--- src/rtp_defines.svh ---
// constants for the rtc output pin and reset supervisor block
// assumes a 50 MHz sys_clk; the millisecond counts below are derived from it, RTP_HALF_1HZ from the oscillator
// Contract
// - slow clock pin toggles at oscillator rate, 50% duty, only when enabled.
// - select bit 0 puts a 1Hz square wave on the shared pin.
// - select bit 1 pulls the shared pin low on an enabled alarm match.
// - after reset select bit is 1 and both alarm enables are 0.
// - reset pin driven low while the primary supply is below threshold.
// - reset released after the supply stays good for the recovery interval.
// - reset active interval is 250 ms.
// - with oscillator disable bit set, recovery delay is skipped.
// - serial bus and timekeeping keep running whatever the reset pin level.
// - low on reset pin is debounced, then answered by a reset pulse.
// - stop flag set only after oscillator stopped for the detection interval; reset also loads it set (RTP_STAT_RST 8'h88).
// - stop detection interval typically 125 ms, at most 200 ms.
// - serial bus up to 400 kHz fast mode, standard mode also accepted.
`ifndef RTP_DEFINES_SVH
`define RTP_DEFINES_SVH

// ------------------------------------------------------------
// register map
// ------------------------------------------------------------
`define RTP_CTRL_ADDR 8'h0e
`define RTP_STAT_ADDR 8'h0f
`define RTP_CTRL_RST 8'h04
`define RTP_STAT_RST 8'h88
`define RTP_CTRL_OSCILLATOR_DISABLE_BIT 7
`define RTP_CTRL_IRQ_OR_WAVE_SELECT 2
`define RTP_CTRL_A2IE 1
`define RTP_CTRL_A1IE 0
`define RTP_STAT_OSF 7
`define RTP_STAT_EN32 3
`define RTP_STAT_A2F 1
`define RTP_STAT_A1F 0

// ------------------------------------------------------------
// timing
// ------------------------------------------------------------
`define RTP_CLK_MHZ 50
`define RTP_CYC_PER_MS (`RTP_CLK_MHZ * 1000)
`define RTP_T_REC_MS 250
`define RTP_T_PBDB_MS 250
`define RTP_T_OSF_MS 125
`define RTP_T_OSF_MAX_MS 200
`define RTP_CNT_W 24
`define RTP_HALF_1HZ 14'h3fff
// bus address value is arbitrary
`define RTP_I2C_ADDR 7'h51

`endif

--- src/rtp_pkg.sv ---
// types shared by the rtc pin block and its serial slave
// assumes nothing beyond a SystemVerilog compiler
package rtp_pkg;
    // reset supervisor states
    typedef enum logic [4:0] {
        SUP_PFAIL = 5'b00001,
        SUP_HOLD = 5'b00010,
        SUP_RUN = 5'b00100,
        SUP_DEB = 5'b01000,
        SUP_PULSE = 5'b10000
    } rtp_sup_t;
    // serial slave states
    typedef enum logic [6:0] {
        I2C_IDLE = 7'b0000001,
        I2C_ADDR = 7'b0000010,
        I2C_AACK = 7'b0000100,
        I2C_WR = 7'b0001000,
        I2C_WACK = 7'b0010000,
        I2C_RD = 7'b0100000,
        I2C_RACK = 7'b1000000
    } rtp_i2c_t;
endpackage : rtp_pkg

--- src/rtp_reg_if.sv ---
// register access carrier between serial slave and register file
// assumes both ends run on sys_clk
`timescale 1ns/100ps
interface rtp_reg_if;
    logic wr;
    logic [7:0] addr;
    logic [7:0] wdata;
    logic [7:0] rdata;
    modport bus (output wr, output addr, output wdata, input rdata);
    modport regs (input wr, input addr, input wdata, output rdata);
endinterface : rtp_reg_if

--- src/rtp_pins.sv ---
// rtc output pins: slow clock, alarm/wave pin, reset supervisor, stop flag
// assumes oscillator, supply, reset pin and bus pins are asynchronous
`timescale 1ns/100ps
`include "rtp_defines.svh"
module rtp_pins #(
    parameter int P_REC_CYC = `RTP_T_REC_MS * `RTP_CYC_PER_MS, // recovery and pulse
    parameter int P_PBDB_CYC = `RTP_T_PBDB_MS * `RTP_CYC_PER_MS, // debounce
    parameter int P_OSF_CYC = `RTP_T_OSF_MS * `RTP_CYC_PER_MS // stop detection
) (
    input wire logic sys_clk, // 50 MHz clock
    input wire logic rst_b, // sync reset, active low
    input wire logic vcc_good, // primary supply above power_fail_threshold
    input wire logic osc_in, // 32.768 kHz oscillator
    input wire logic alarm1_match, // alarm 1 match pulse, same clock
    input wire logic alarm2_match, // alarm 2 match pulse, same clock
    input wire logic scl_in, // serial clock pin
    input wire logic sda_in, // serial data pin level
    output logic sda_out, // serial data drive value
    output logic sda_oe_b, // low while pulling data low
    output logic slow_clock_out, // slow clock drive value
    output logic slow_clock_out_oe_b, // low while pulling low
    output logic alarm_irq_wave_out, // shared pin drive value
    output logic alarm_irq_wave_oe_b, // low while pulling low
    input wire logic rst_pin_in, // reset pin level
    output logic rst_pin_out, // reset pin drive value
    output logic rst_pin_oe_b, // low while pulling reset low
    output logic oscillator_stop_flag // stop flag copy
);
    import rtp_pkg::*;

    localparam logic [`RTP_CNT_W-1:0] REC_LAST = `RTP_CNT_W'(P_REC_CYC - 1);
    localparam logic [`RTP_CNT_W-1:0] PBDB_LAST = `RTP_CNT_W'(P_PBDB_CYC - 1);
    localparam logic [`RTP_CNT_W-1:0] OSF_LAST = `RTP_CNT_W'(P_OSF_CYC - 1);

    rtp_reg_if rif ();
    rtp_sup_t sup_r, sup_nxt;
    logic [4:0] meta_r, sync_r;
    logic osc_d_r, wave_r;
    logic [13:0] hz_cnt_r;
    logic [`RTP_CNT_W-1:0] sup_cnt_r, sup_cnt_nxt, idle_cnt_r;
    logic [7:0] ctrl_r, stat_r, stat_nxt;
    logic clk32_oe_b_r, irq_oe_b_r, rst_oe_b_r;

    // ------------------------------------------------------------
    // pin synchronisers
    // ------------------------------------------------------------
    // two stages; only sync_r is read by logic
    always_ff @(posedge sys_clk) begin
        meta_r <= {vcc_good, osc_in, scl_in, sda_in, rst_pin_in};
        sync_r <= meta_r;
    end
    wire vgood_s = sync_r[4];
    wire osc_s = sync_r[3];
    wire rpin_s = sync_r[0];
    wire osc_rise = osc_s & ~osc_d_r;
    wire osc_edge = osc_s ^ osc_d_r;

    // bus slave keeps running in every supervisor state
    rtp_i2c_slave u_i2c (
        .sys_clk (sys_clk),
        .rst_b (rst_b),
        .scl_s (sync_r[2]),
        .sda_s (sync_r[1]),
        .sda_oe_b (sda_oe_b),
        .rif (rif.bus)
    );

    // ------------------------------------------------------------
    // register file
    // ------------------------------------------------------------
    wire ctrl_wr = rif.wr & (rif.addr == `RTP_CTRL_ADDR);
    wire stat_wr = rif.wr & (rif.addr == `RTP_STAT_ADDR);
    wire oscillator_disable_bit = ctrl_r[`RTP_CTRL_OSCILLATOR_DISABLE_BIT];
    wire irq_or_wave_select = ctrl_r[`RTP_CTRL_IRQ_OR_WAVE_SELECT];
    wire en32 = stat_r[`RTP_STAT_EN32];
    wire osc_stopped = (idle_cnt_r == OSF_LAST);
    // flag bits clear on a written 0; a hardware set in the same cycle wins
    wire [7:0] keep_m = stat_wr ? rif.wdata : 8'hff;
    assign rif.rdata = (rif.addr == `RTP_CTRL_ADDR) ? ctrl_r :
                       (rif.addr == `RTP_STAT_ADDR) ? stat_r : 8'h00;

    always_comb begin
        stat_nxt = stat_r;
        stat_nxt[`RTP_STAT_OSF] = osc_stopped | (stat_r[`RTP_STAT_OSF] & keep_m[`RTP_STAT_OSF]);
        stat_nxt[`RTP_STAT_A1F] = alarm1_match | (stat_r[`RTP_STAT_A1F] & keep_m[`RTP_STAT_A1F]);
        stat_nxt[`RTP_STAT_A2F] = alarm2_match | (stat_r[`RTP_STAT_A2F] & keep_m[`RTP_STAT_A2F]);
        if (stat_wr) begin
            stat_nxt[`RTP_STAT_EN32] = rif.wdata[`RTP_STAT_EN32];
        end
    end

    // reset value leaves interrupt mode on, alarms off
    always_ff @(posedge sys_clk) begin
        if (!rst_b) begin
            ctrl_r <= `RTP_CTRL_RST;
            stat_r <= `RTP_STAT_RST;
        end else begin
            ctrl_r <= ctrl_wr ? rif.wdata : ctrl_r;
            stat_r <= stat_nxt;
        end
    end

    // ------------------------------------------------------------
    // timebase and stop detection
    // ------------------------------------------------------------
    // idle count saturates so a stopped oscillator keeps setting the flag
    always_ff @(posedge sys_clk) begin
        if (!rst_b) begin
            osc_d_r <= 1'b0;
            idle_cnt_r <= '0;
            hz_cnt_r <= 14'h0000;
            wave_r <= 1'b1;
        end else begin
            osc_d_r <= osc_s;
            idle_cnt_r <= osc_edge ? '0 : (osc_stopped ? idle_cnt_r : idle_cnt_r + 1'b1);
            if (osc_rise) begin
                hz_cnt_r <= (hz_cnt_r == `RTP_HALF_1HZ) ? 14'h0000 : hz_cnt_r + 14'h0001;
                wave_r <= (hz_cnt_r == `RTP_HALF_1HZ) ? ~wave_r : wave_r;
            end
        end
    end

    // ------------------------------------------------------------
    // output pins
    // ------------------------------------------------------------
    wire irq_active = (stat_r[`RTP_STAT_A1F] & ctrl_r[`RTP_CTRL_A1IE]) |
                      (stat_r[`RTP_STAT_A2F] & ctrl_r[`RTP_CTRL_A2IE]);
    wire clk32_oe_b_nxt = ~(en32 & ~osc_s);
    wire irq_oe_b_nxt = irq_or_wave_select ? ~irq_active : wave_r;
    wire rst_drive = (sup_r == SUP_PFAIL) | (sup_r == SUP_HOLD) | (sup_r == SUP_PULSE);

    always_ff @(posedge sys_clk) begin
        clk32_oe_b_r <= rst_b ? clk32_oe_b_nxt : 1'b1;
        irq_oe_b_r <= rst_b ? irq_oe_b_nxt : 1'b1;
        rst_oe_b_r <= rst_b ? ~rst_drive : 1'b0;
    end

    assign sda_out = 1'b0;
    assign slow_clock_out = 1'b0;
    assign alarm_irq_wave_out = 1'b0;
    assign rst_pin_out = 1'b0;
    assign slow_clock_out_oe_b = clk32_oe_b_r;
    assign alarm_irq_wave_oe_b = irq_oe_b_r;
    assign rst_pin_oe_b = rst_oe_b_r;
    assign oscillator_stop_flag = stat_r[`RTP_STAT_OSF];

    // ------------------------------------------------------------
    // reset supervisor
    // ------------------------------------------------------------
    // one counter serves recovery, debounce and pulse; they never overlap
    always_comb begin
        sup_nxt = sup_r;
        sup_cnt_nxt = sup_cnt_r + 1'b1;
        case (sup_r)
            SUP_PFAIL: begin
                sup_cnt_nxt = '0;
                if (vgood_s) begin
                    sup_nxt = oscillator_disable_bit ? SUP_RUN : SUP_HOLD;
                end
            end
            SUP_HOLD, SUP_PULSE: if (sup_cnt_r == REC_LAST) begin
                sup_nxt = SUP_RUN;
            end
            SUP_RUN: begin
                sup_cnt_nxt = '0;
                if (!rpin_s) begin
                    sup_nxt = SUP_DEB;
                end
            end
            SUP_DEB: begin
                if (rpin_s) begin
                    sup_nxt = SUP_RUN; // bounce restarts the wait
                end else if (sup_cnt_r == PBDB_LAST) begin
                    sup_nxt = SUP_PULSE;
                    sup_cnt_nxt = '0;
                end
            end
            default: sup_nxt = SUP_PFAIL;
        endcase
        if (!vgood_s) begin
            sup_nxt = SUP_PFAIL;
            sup_cnt_nxt = '0;
        end
    end

    always_ff @(posedge sys_clk) begin
        sup_r <= rst_b ? sup_nxt : SUP_PFAIL;
        sup_cnt_r <= rst_b ? sup_cnt_nxt : '0;
    end
endmodule : rtp_pins

--- src/rtp_i2c_slave.sv ---
// serial register slave: pointer byte, then auto-incrementing data
// assumes scl and sda already synchronised to sys_clk
`timescale 1ns/100ps
`include "rtp_defines.svh"
module rtp_i2c_slave (
    input wire logic sys_clk, // system clock
    input wire logic rst_b, // sync reset, active low
    input wire logic scl_s, // synchronised serial clock
    input wire logic sda_s, // synchronised serial data
    output logic sda_oe_b, // low while pulling data low
    rtp_reg_if.bus rif // register access
);
    import rtp_pkg::*;

    rtp_i2c_t st_r;
    logic scl_d_r, sda_d_r, rw_r, first_r, drive_r;
    logic [3:0] cnt_r;
    logic [7:0] sh_r, tx_r, ptr_r;

    // ------------------------------------------------------------
    // bus condition decode
    // ------------------------------------------------------------
    // 50 MHz sampling gives >60 samples per 400 kHz bit
    wire scl_rise = scl_s & ~scl_d_r;
    wire scl_fall = ~scl_s & scl_d_r;
    wire start_c = scl_s & scl_d_r & sda_d_r & ~sda_s;
    wire stop_c = scl_s & scl_d_r & ~sda_d_r & sda_s;
    wire byte_done = (cnt_r == 4'h8);
    wire addr_hit = (sh_r[7:1] == `RTP_I2C_ADDR);

    assign sda_oe_b = ~drive_r;
    assign rif.addr = ptr_r;
    assign rif.wdata = sh_r;

    // edge history
    always_ff @(posedge sys_clk) begin
        scl_d_r <= rst_b ? scl_s : 1'b1;
        sda_d_r <= rst_b ? sda_s : 1'b1;
    end

    // byte engine; sample on rise, change data on fall
    always_ff @(posedge sys_clk) begin
        rif.wr <= 1'b0;
        if (!rst_b || stop_c) begin
            st_r <= I2C_IDLE;
            drive_r <= 1'b0;
            cnt_r <= 4'h0;
            if (!rst_b) begin
                ptr_r <= 8'h00;
                sh_r <= 8'h00;
                tx_r <= 8'h00;
                rw_r <= 1'b0;
                first_r <= 1'b0;
            end
        end else if (start_c) begin
            st_r <= I2C_ADDR;
            drive_r <= 1'b0;
            cnt_r <= 4'h0;
            first_r <= 1'b1;
        end else if (scl_rise) begin
            if (st_r == I2C_ADDR || st_r == I2C_WR) begin
                sh_r <= {sh_r[6:0], sda_s};
                cnt_r <= cnt_r + 4'h1;
            end else if (st_r == I2C_RD) begin
                cnt_r <= cnt_r + 4'h1;
            end else if (st_r == I2C_RACK) begin
                rw_r <= ~sda_s; // master ack keeps the read going
            end
        end else if (scl_fall) begin
            case (st_r)
                I2C_ADDR: if (byte_done) begin
                    st_r <= addr_hit ? I2C_AACK : I2C_IDLE;
                    drive_r <= addr_hit;
                    rw_r <= sh_r[0];
                end
                I2C_AACK: begin
                    cnt_r <= 4'h0;
                    st_r <= rw_r ? I2C_RD : I2C_WR;
                    drive_r <= rw_r & ~rif.rdata[7];
                    tx_r <= {rif.rdata[6:0], 1'b0};
                end
                I2C_WR: if (byte_done) begin
                    st_r <= I2C_WACK;
                    drive_r <= 1'b1;
                    if (first_r) begin
                        ptr_r <= sh_r;
                    end else begin
                        rif.wr <= 1'b1;
                    end
                end
                I2C_WACK: begin
                    st_r <= I2C_WR;
                    drive_r <= 1'b0;
                    cnt_r <= 4'h0;
                    first_r <= 1'b0;
                    // pointer byte keeps the written pointer; data bytes advance it
                    if (!first_r) begin
                        ptr_r <= ptr_r + 8'h01;
                    end
                end
                I2C_RD: begin
                    if (byte_done) begin
                        st_r <= I2C_RACK;
                        drive_r <= 1'b0;
                        ptr_r <= ptr_r + 8'h01;
                    end else begin
                        drive_r <= ~tx_r[7];
                        tx_r <= {tx_r[6:0], 1'b0};
                    end
                end
                I2C_RACK: begin
                    cnt_r <= 4'h0;
                    st_r <= rw_r ? I2C_RD : I2C_IDLE;
                    drive_r <= rw_r & ~rif.rdata[7];
                    tx_r <= {rif.rdata[6:0], 1'b0};
                end
                default: st_r <= I2C_IDLE;
            endcase
        end
    end
endmodule : rtp_i2c_slave

--- config.mk ---
export PLATFORM = sky130hd
export DESIGN_NAME = rtp_pins
export DESIGN_NICKNAME = d
export VERILOG_FILES = /design/src/rtp_pkg.sv /design/src/rtp_reg_if.sv /design/src/rtp_pins.sv /design/src/rtp_i2c_slave.sv
export VERILOG_INCLUDE_DIRS = /design/src /design/src/src
export SDC_FILE = /design/constraint.sdc
export NUM_CORES = 1
export LEC_CHECK = 0
export BUFFER_PORTS_ARGS = -buffer_cell sky130_fd_sc_hd__buf_2
export CORE_UTILIZATION = 56
export DETAILED_ROUTE_END_ITERATION = 8
export GPL_TIMING_DRIVEN = 1
export PLACE_DENSITY = 0.76
export SKIP_CTS_REPAIR_TIMING = 1
export SYNTH_ARGS = -nofsm -noshare
export SYNTH_HDL_FRONTEND = slang
export SYNTH_SLANG_ARGS = --single-unit
--- constraint.sdc ---
create_clock -name sys_clk -period 2.2 [get_ports sys_clk]
set_input_delay 0.66 -clock sys_clk [delete_from_list [all_inputs] [get_ports sys_clk]]
set_output_delay 0.66 -clock sys_clk [all_outputs]
set_load 0.05 [all_outputs]
==> results.yml <==
final_layout:
  layout.cells.most_common_list: "sky130_fd_sc_hd__dfxtp_1, sky130_fd_sc_hd__nor2_1, sky130_fd_sc_hd__nand2_1, sky130_fd_sc_hd__xnor2_1, sky130_fd_sc_hd__nand3_1"
  syn_to_final_growth_pct: 13.7
  layout.cells.non_filler: 857
  proportion_of_layout_cells_with_a_drive_suffix_above_1_pct: 11.2
  final_common_cell: "sky130_fd_sc_hd__dfxtp_1"
  fin_nets: 721
  insertedDiodeCount: 0
global_route:
  antenna_found_initial: 0
  first_global_vias: 4832
  grt_start_max_net_pins: 25
  global_route_wire_length_before_repair_um: 22600
  grt.total_usage_pct: 25.0
  globalRouteOverflowTotal: 0
timing:
  worst_pin_slew_ns: 1.02
  timing.fmax_ghz: 0.509
  clock_skew_ns: 0.00673
  fin_hold_ws_ns: 0.326
  setup-violations-final: 0
  timing.setup.tns_ns: 0
  fin_crit_sh_pct: 89.3
  grt_setup_unrepaired: "no"
  min_period_ns: 1.97
  timing.final.hold_violations: 0
  max_slew_margin_pct: 31.6
  final-max-slew-violation-count: 0
routing:
  detailroute.via_count: 4973
  drt-total-wl_um: 13500
  ant_nets: 0
  detail_route.first_pass.iterations: 5
  routed_wire_length_per_instance_um: 15.7
  drt_iter0_markers: 379
  vias_per_cell: 5.80
  drc: 0
logic_synthesis:
  ys_async_sr_fraction_pct: 0
  synth_top_area_share_pct: 34.5
  number_of_synthesized_flops_with_an_enable_pin: 25
  yosys_warnings: 0
  most_area_hungry_cell_type_in_the_yosys_netlist: "sky130_fd_sc_hd__dfxtp_1"
  netlist-cell-type-count: 62
  synth.ff_latch_count: 134
  yosysSeqAreaShare_pct: 46.4
  synth.area.top_cells: "sky130_fd_sc_hd__dfxtp_1, sky130_fd_sc_hd__edfxtp_1, sky130_fd_sc_hd__nor2_1"
  syn-cell-area_um2: 6320
  ys_dominant_reg_cell: "sky130_fd_sc_hd__dfxtp_1"
  synthesis.instances: 685
  syn_area_per_cell_um2: 9.23
floorplan:
  number_of_placement_rows: 38
  pin_count: 18
  dieArea_um2: 11700
  die_w_um: 108
  die-height_um: 108
  design.core.area_um2: 10900
  initial_utilization_pct: 57.8
setup_path:
  crit_path_max_fanout: 4
  wp_data_arrival_ns: 2.14
  cp-end-kind: "flip-flop"
  critPathKind: "reg -> reg"
  critPathLaunchType: "flip-flop"
  critPathRequiredTime_ns: 2.37
placement:
  place.detailed.instances: 825
  portBuffers: 13
  gpl.final_weighted_congestion: 0.856
  place.detailed.hpwl_um: 9190
flow_run:
  max_cap_violations: 0
run_status:
  status: "completed"
hold_path:
  worst_hold_path_type: "reg -> reg"
cts:
  clkTransAtPathRegs_ns: 0.06
  cts_max_path_buffers: 2
  clkLatencyLatePin_ns: 0.42
  clock_sink_count: 134
  tritoncts: "done"
  buffer_cell_driving_the_clock_tree_root: "sky130_fd_sc_hd__clkbuf_16"
  tritoncts.num_buffers: 17
  cts_max_level: 4
pwr:
  p_total_mw: 5.87
  vdd.ir_drop.worst_mv: 0.712
  power_density_nw_per_um2: 817
  cellLeakagePower_nw: 2.59
-- cell usage after synthesis (2+ instances only) --
cell type and instances:
sky130_fd_sc_hd__buf_4 5, sky130_fd_sc_hd__xor2_1 32, sky130_fd_sc_hd__o211ai_1 4, sky130_fd_sc_hd__a2bb2oi_1 2, sky130_fd_sc_hd__a32oi_1 2, sky130_fd_sc_hd__ha_1 8
sky130_fd_sc_hd__nor2b_1 12, sky130_fd_sc_hd__nand3b_1 6, sky130_fd_sc_hd__nor4bb_1 2, sky130_fd_sc_hd__inv_1 16, sky130_fd_sc_hd__nand3_1 33, sky130_fd_sc_hd__o21ai_0 20
sky130_fd_sc_hd__and3_1 12, sky130_fd_sc_hd__buf_2 13, sky130_fd_sc_hd__and4_1 11, sky130_fd_sc_hd__o21ai_1 2, sky130_fd_sc_hd__nand3_2 2, sky130_fd_sc_hd__or3_1 5
sky130_fd_sc_hd__a22oi_1 7, sky130_fd_sc_hd__o21a_1 8, sky130_fd_sc_hd__o2111ai_1 4, sky130_fd_sc_hd__nor2_1 101, sky130_fd_sc_hd__clkbuf_1 18, sky130_fd_sc_hd__a211oi_1 11
sky130_fd_sc_hd__a21oi_1 20, sky130_fd_sc_hd__edfxtp_1 25, sky130_fd_sc_hd__nor4b_1 4, sky130_fd_sc_hd__and3b_1 2, sky130_fd_sc_hd__nor3b_1 6, sky130_fd_sc_hd__nor3_1 19
sky130_fd_sc_hd__nand2b_1 7, sky130_fd_sc_hd__xnor2_1 37, sky130_fd_sc_hd__nor4_1 8, sky130_fd_sc_hd__dfxtp_1 109, sky130_fd_sc_hd__nand2_1 42, sky130_fd_sc_hd__mux2i_1 12
sky130_fd_sc_hd__and2_1 18, sky130_fd_sc_hd__nand4_1 16
-- power breakdown --
group	switching (mW)	leakage [nW]	internal, mW	total (mW)
Clock	1.06	0.322	1.93	2.98
Combinational	0.159	1.14	0.102	0.262
Sequential	0.0643	1.14	2.57	2.63
Total	1.28	2.59	4.60	5.87
-- sequential cells by signal, summed over array words and instances (netlist names), 4 cells and up --
| signal | flops |
|---|---|
| meta_r | 5 |
| ctrl_r | 8 |
| sup_r | 5 |
| u_i2c.cnt_r | 4 |
| u_i2c.tx_r | 7 |
| u_i2c.rif.wdata | 8 |
| u_i2c.rif.addr | 8 |
| u_i2c.st_r | 7 |
| stat_r | 4 |
| sync_r | 5 |
| sup_cnt_r | 24 |
| idle_cnt_r | 24 |
| hz_cnt_r | 14 |
-- cell type report --
| cell class | count | area, um^2 |
|---|---|---|
| repair buffers | 33 | 215 |
| inverters | 16 | 60.1 |
| flip-flops and latches | 134 | 2930 |
| multi-input cells | 502 | 3170 |
| clock inverters | 10 | 110 |
| fillers | 910 | 3740 |
| clock buffers | 22 | 528 |
| well taps | 140 | 175 |
-- final timing paths --
check	start	to	slack (ns)	depth (start not counted)
hold / removal	meta_r[0]$_DFF_P_	sync_r[0]$_DFF_P_	0.33	0
setup / recovery	u_i2c.rif.addr[4]$_SDFFCE_PP0P_	u_i2c.tx_r[2]$_SDFFCE_PP0P_	0.23	5
setup reg to reg	u_i2c.rif.addr[4]$_SDFFCE_PP0P_	u_i2c.tx_r[2]$_SDFFCE_PP0P_	0.23	5
hold reg to reg	meta_r[0]$_DFF_P_	sync_r[0]$_DFF_P_	0.33	0
-- stage by stage --
| step | area [um^2] | utilization (%) | worst slack [ns] |
|---|---|---|---|
| after detailed placement | 6560 | 60.0 | 0.252 |
| after floorplan | 6340 | - | 0.0661 |
| after CTS | 7190 | 65.8 | 0.249 |
| after global placement | 6560 | 60.0 | 0.269 |
| final | 7190 | 65.8 | 0.235 |
| after global routing | 7190 | 65.8 | 0.104 |
-- worst max-delay path: stages, from the launching register on --
cell and delay (ns):
sky130_fd_sc_hd__edfxtp_1 0.44, sky130_fd_sc_hd__or4_4 0.59, sky130_fd_sc_hd__or3_4 0.41, sky130_fd_sc_hd__nand3_1 0.09, sky130_fd_sc_hd__and3_1 0.16, sky130_fd_sc_hd__nor3_1 0.04
-- metal layers --
metal | routed length [um] | vias to the layer above | track usage [%] | share of wire (%)
met5 | 0 | - | 0 | 0
met4 | 200 | 0 | 9.75 | 1.5
met3 | 719 | 20 | 7.35 | 5.3
met2 | 6700 | 130 | 41.7 | 50
met1 | 5870 | 2386 | 30.5 | 44
li1 | - | 2437 | - | -
-- logic make-up (layout without fill, tap and decap cells) --
logic type / Yosys count / count (layout) / share of synthesized area [%]
simple gates: 318 / 318 / 27.2
flops: 134 / 134 / 46.4
compound gates: 90 / 90 / 9.56
xor+xnor: 69 / 69 / 9.55
buf+inv: 52 / 81 / 3.64
mux: 13 / 13 / 2.08
fa+ha+maj: 8 / 8 / 1.58
other cells: 1 / 4 / 0.0593
(Power assumes the default switching activity.)
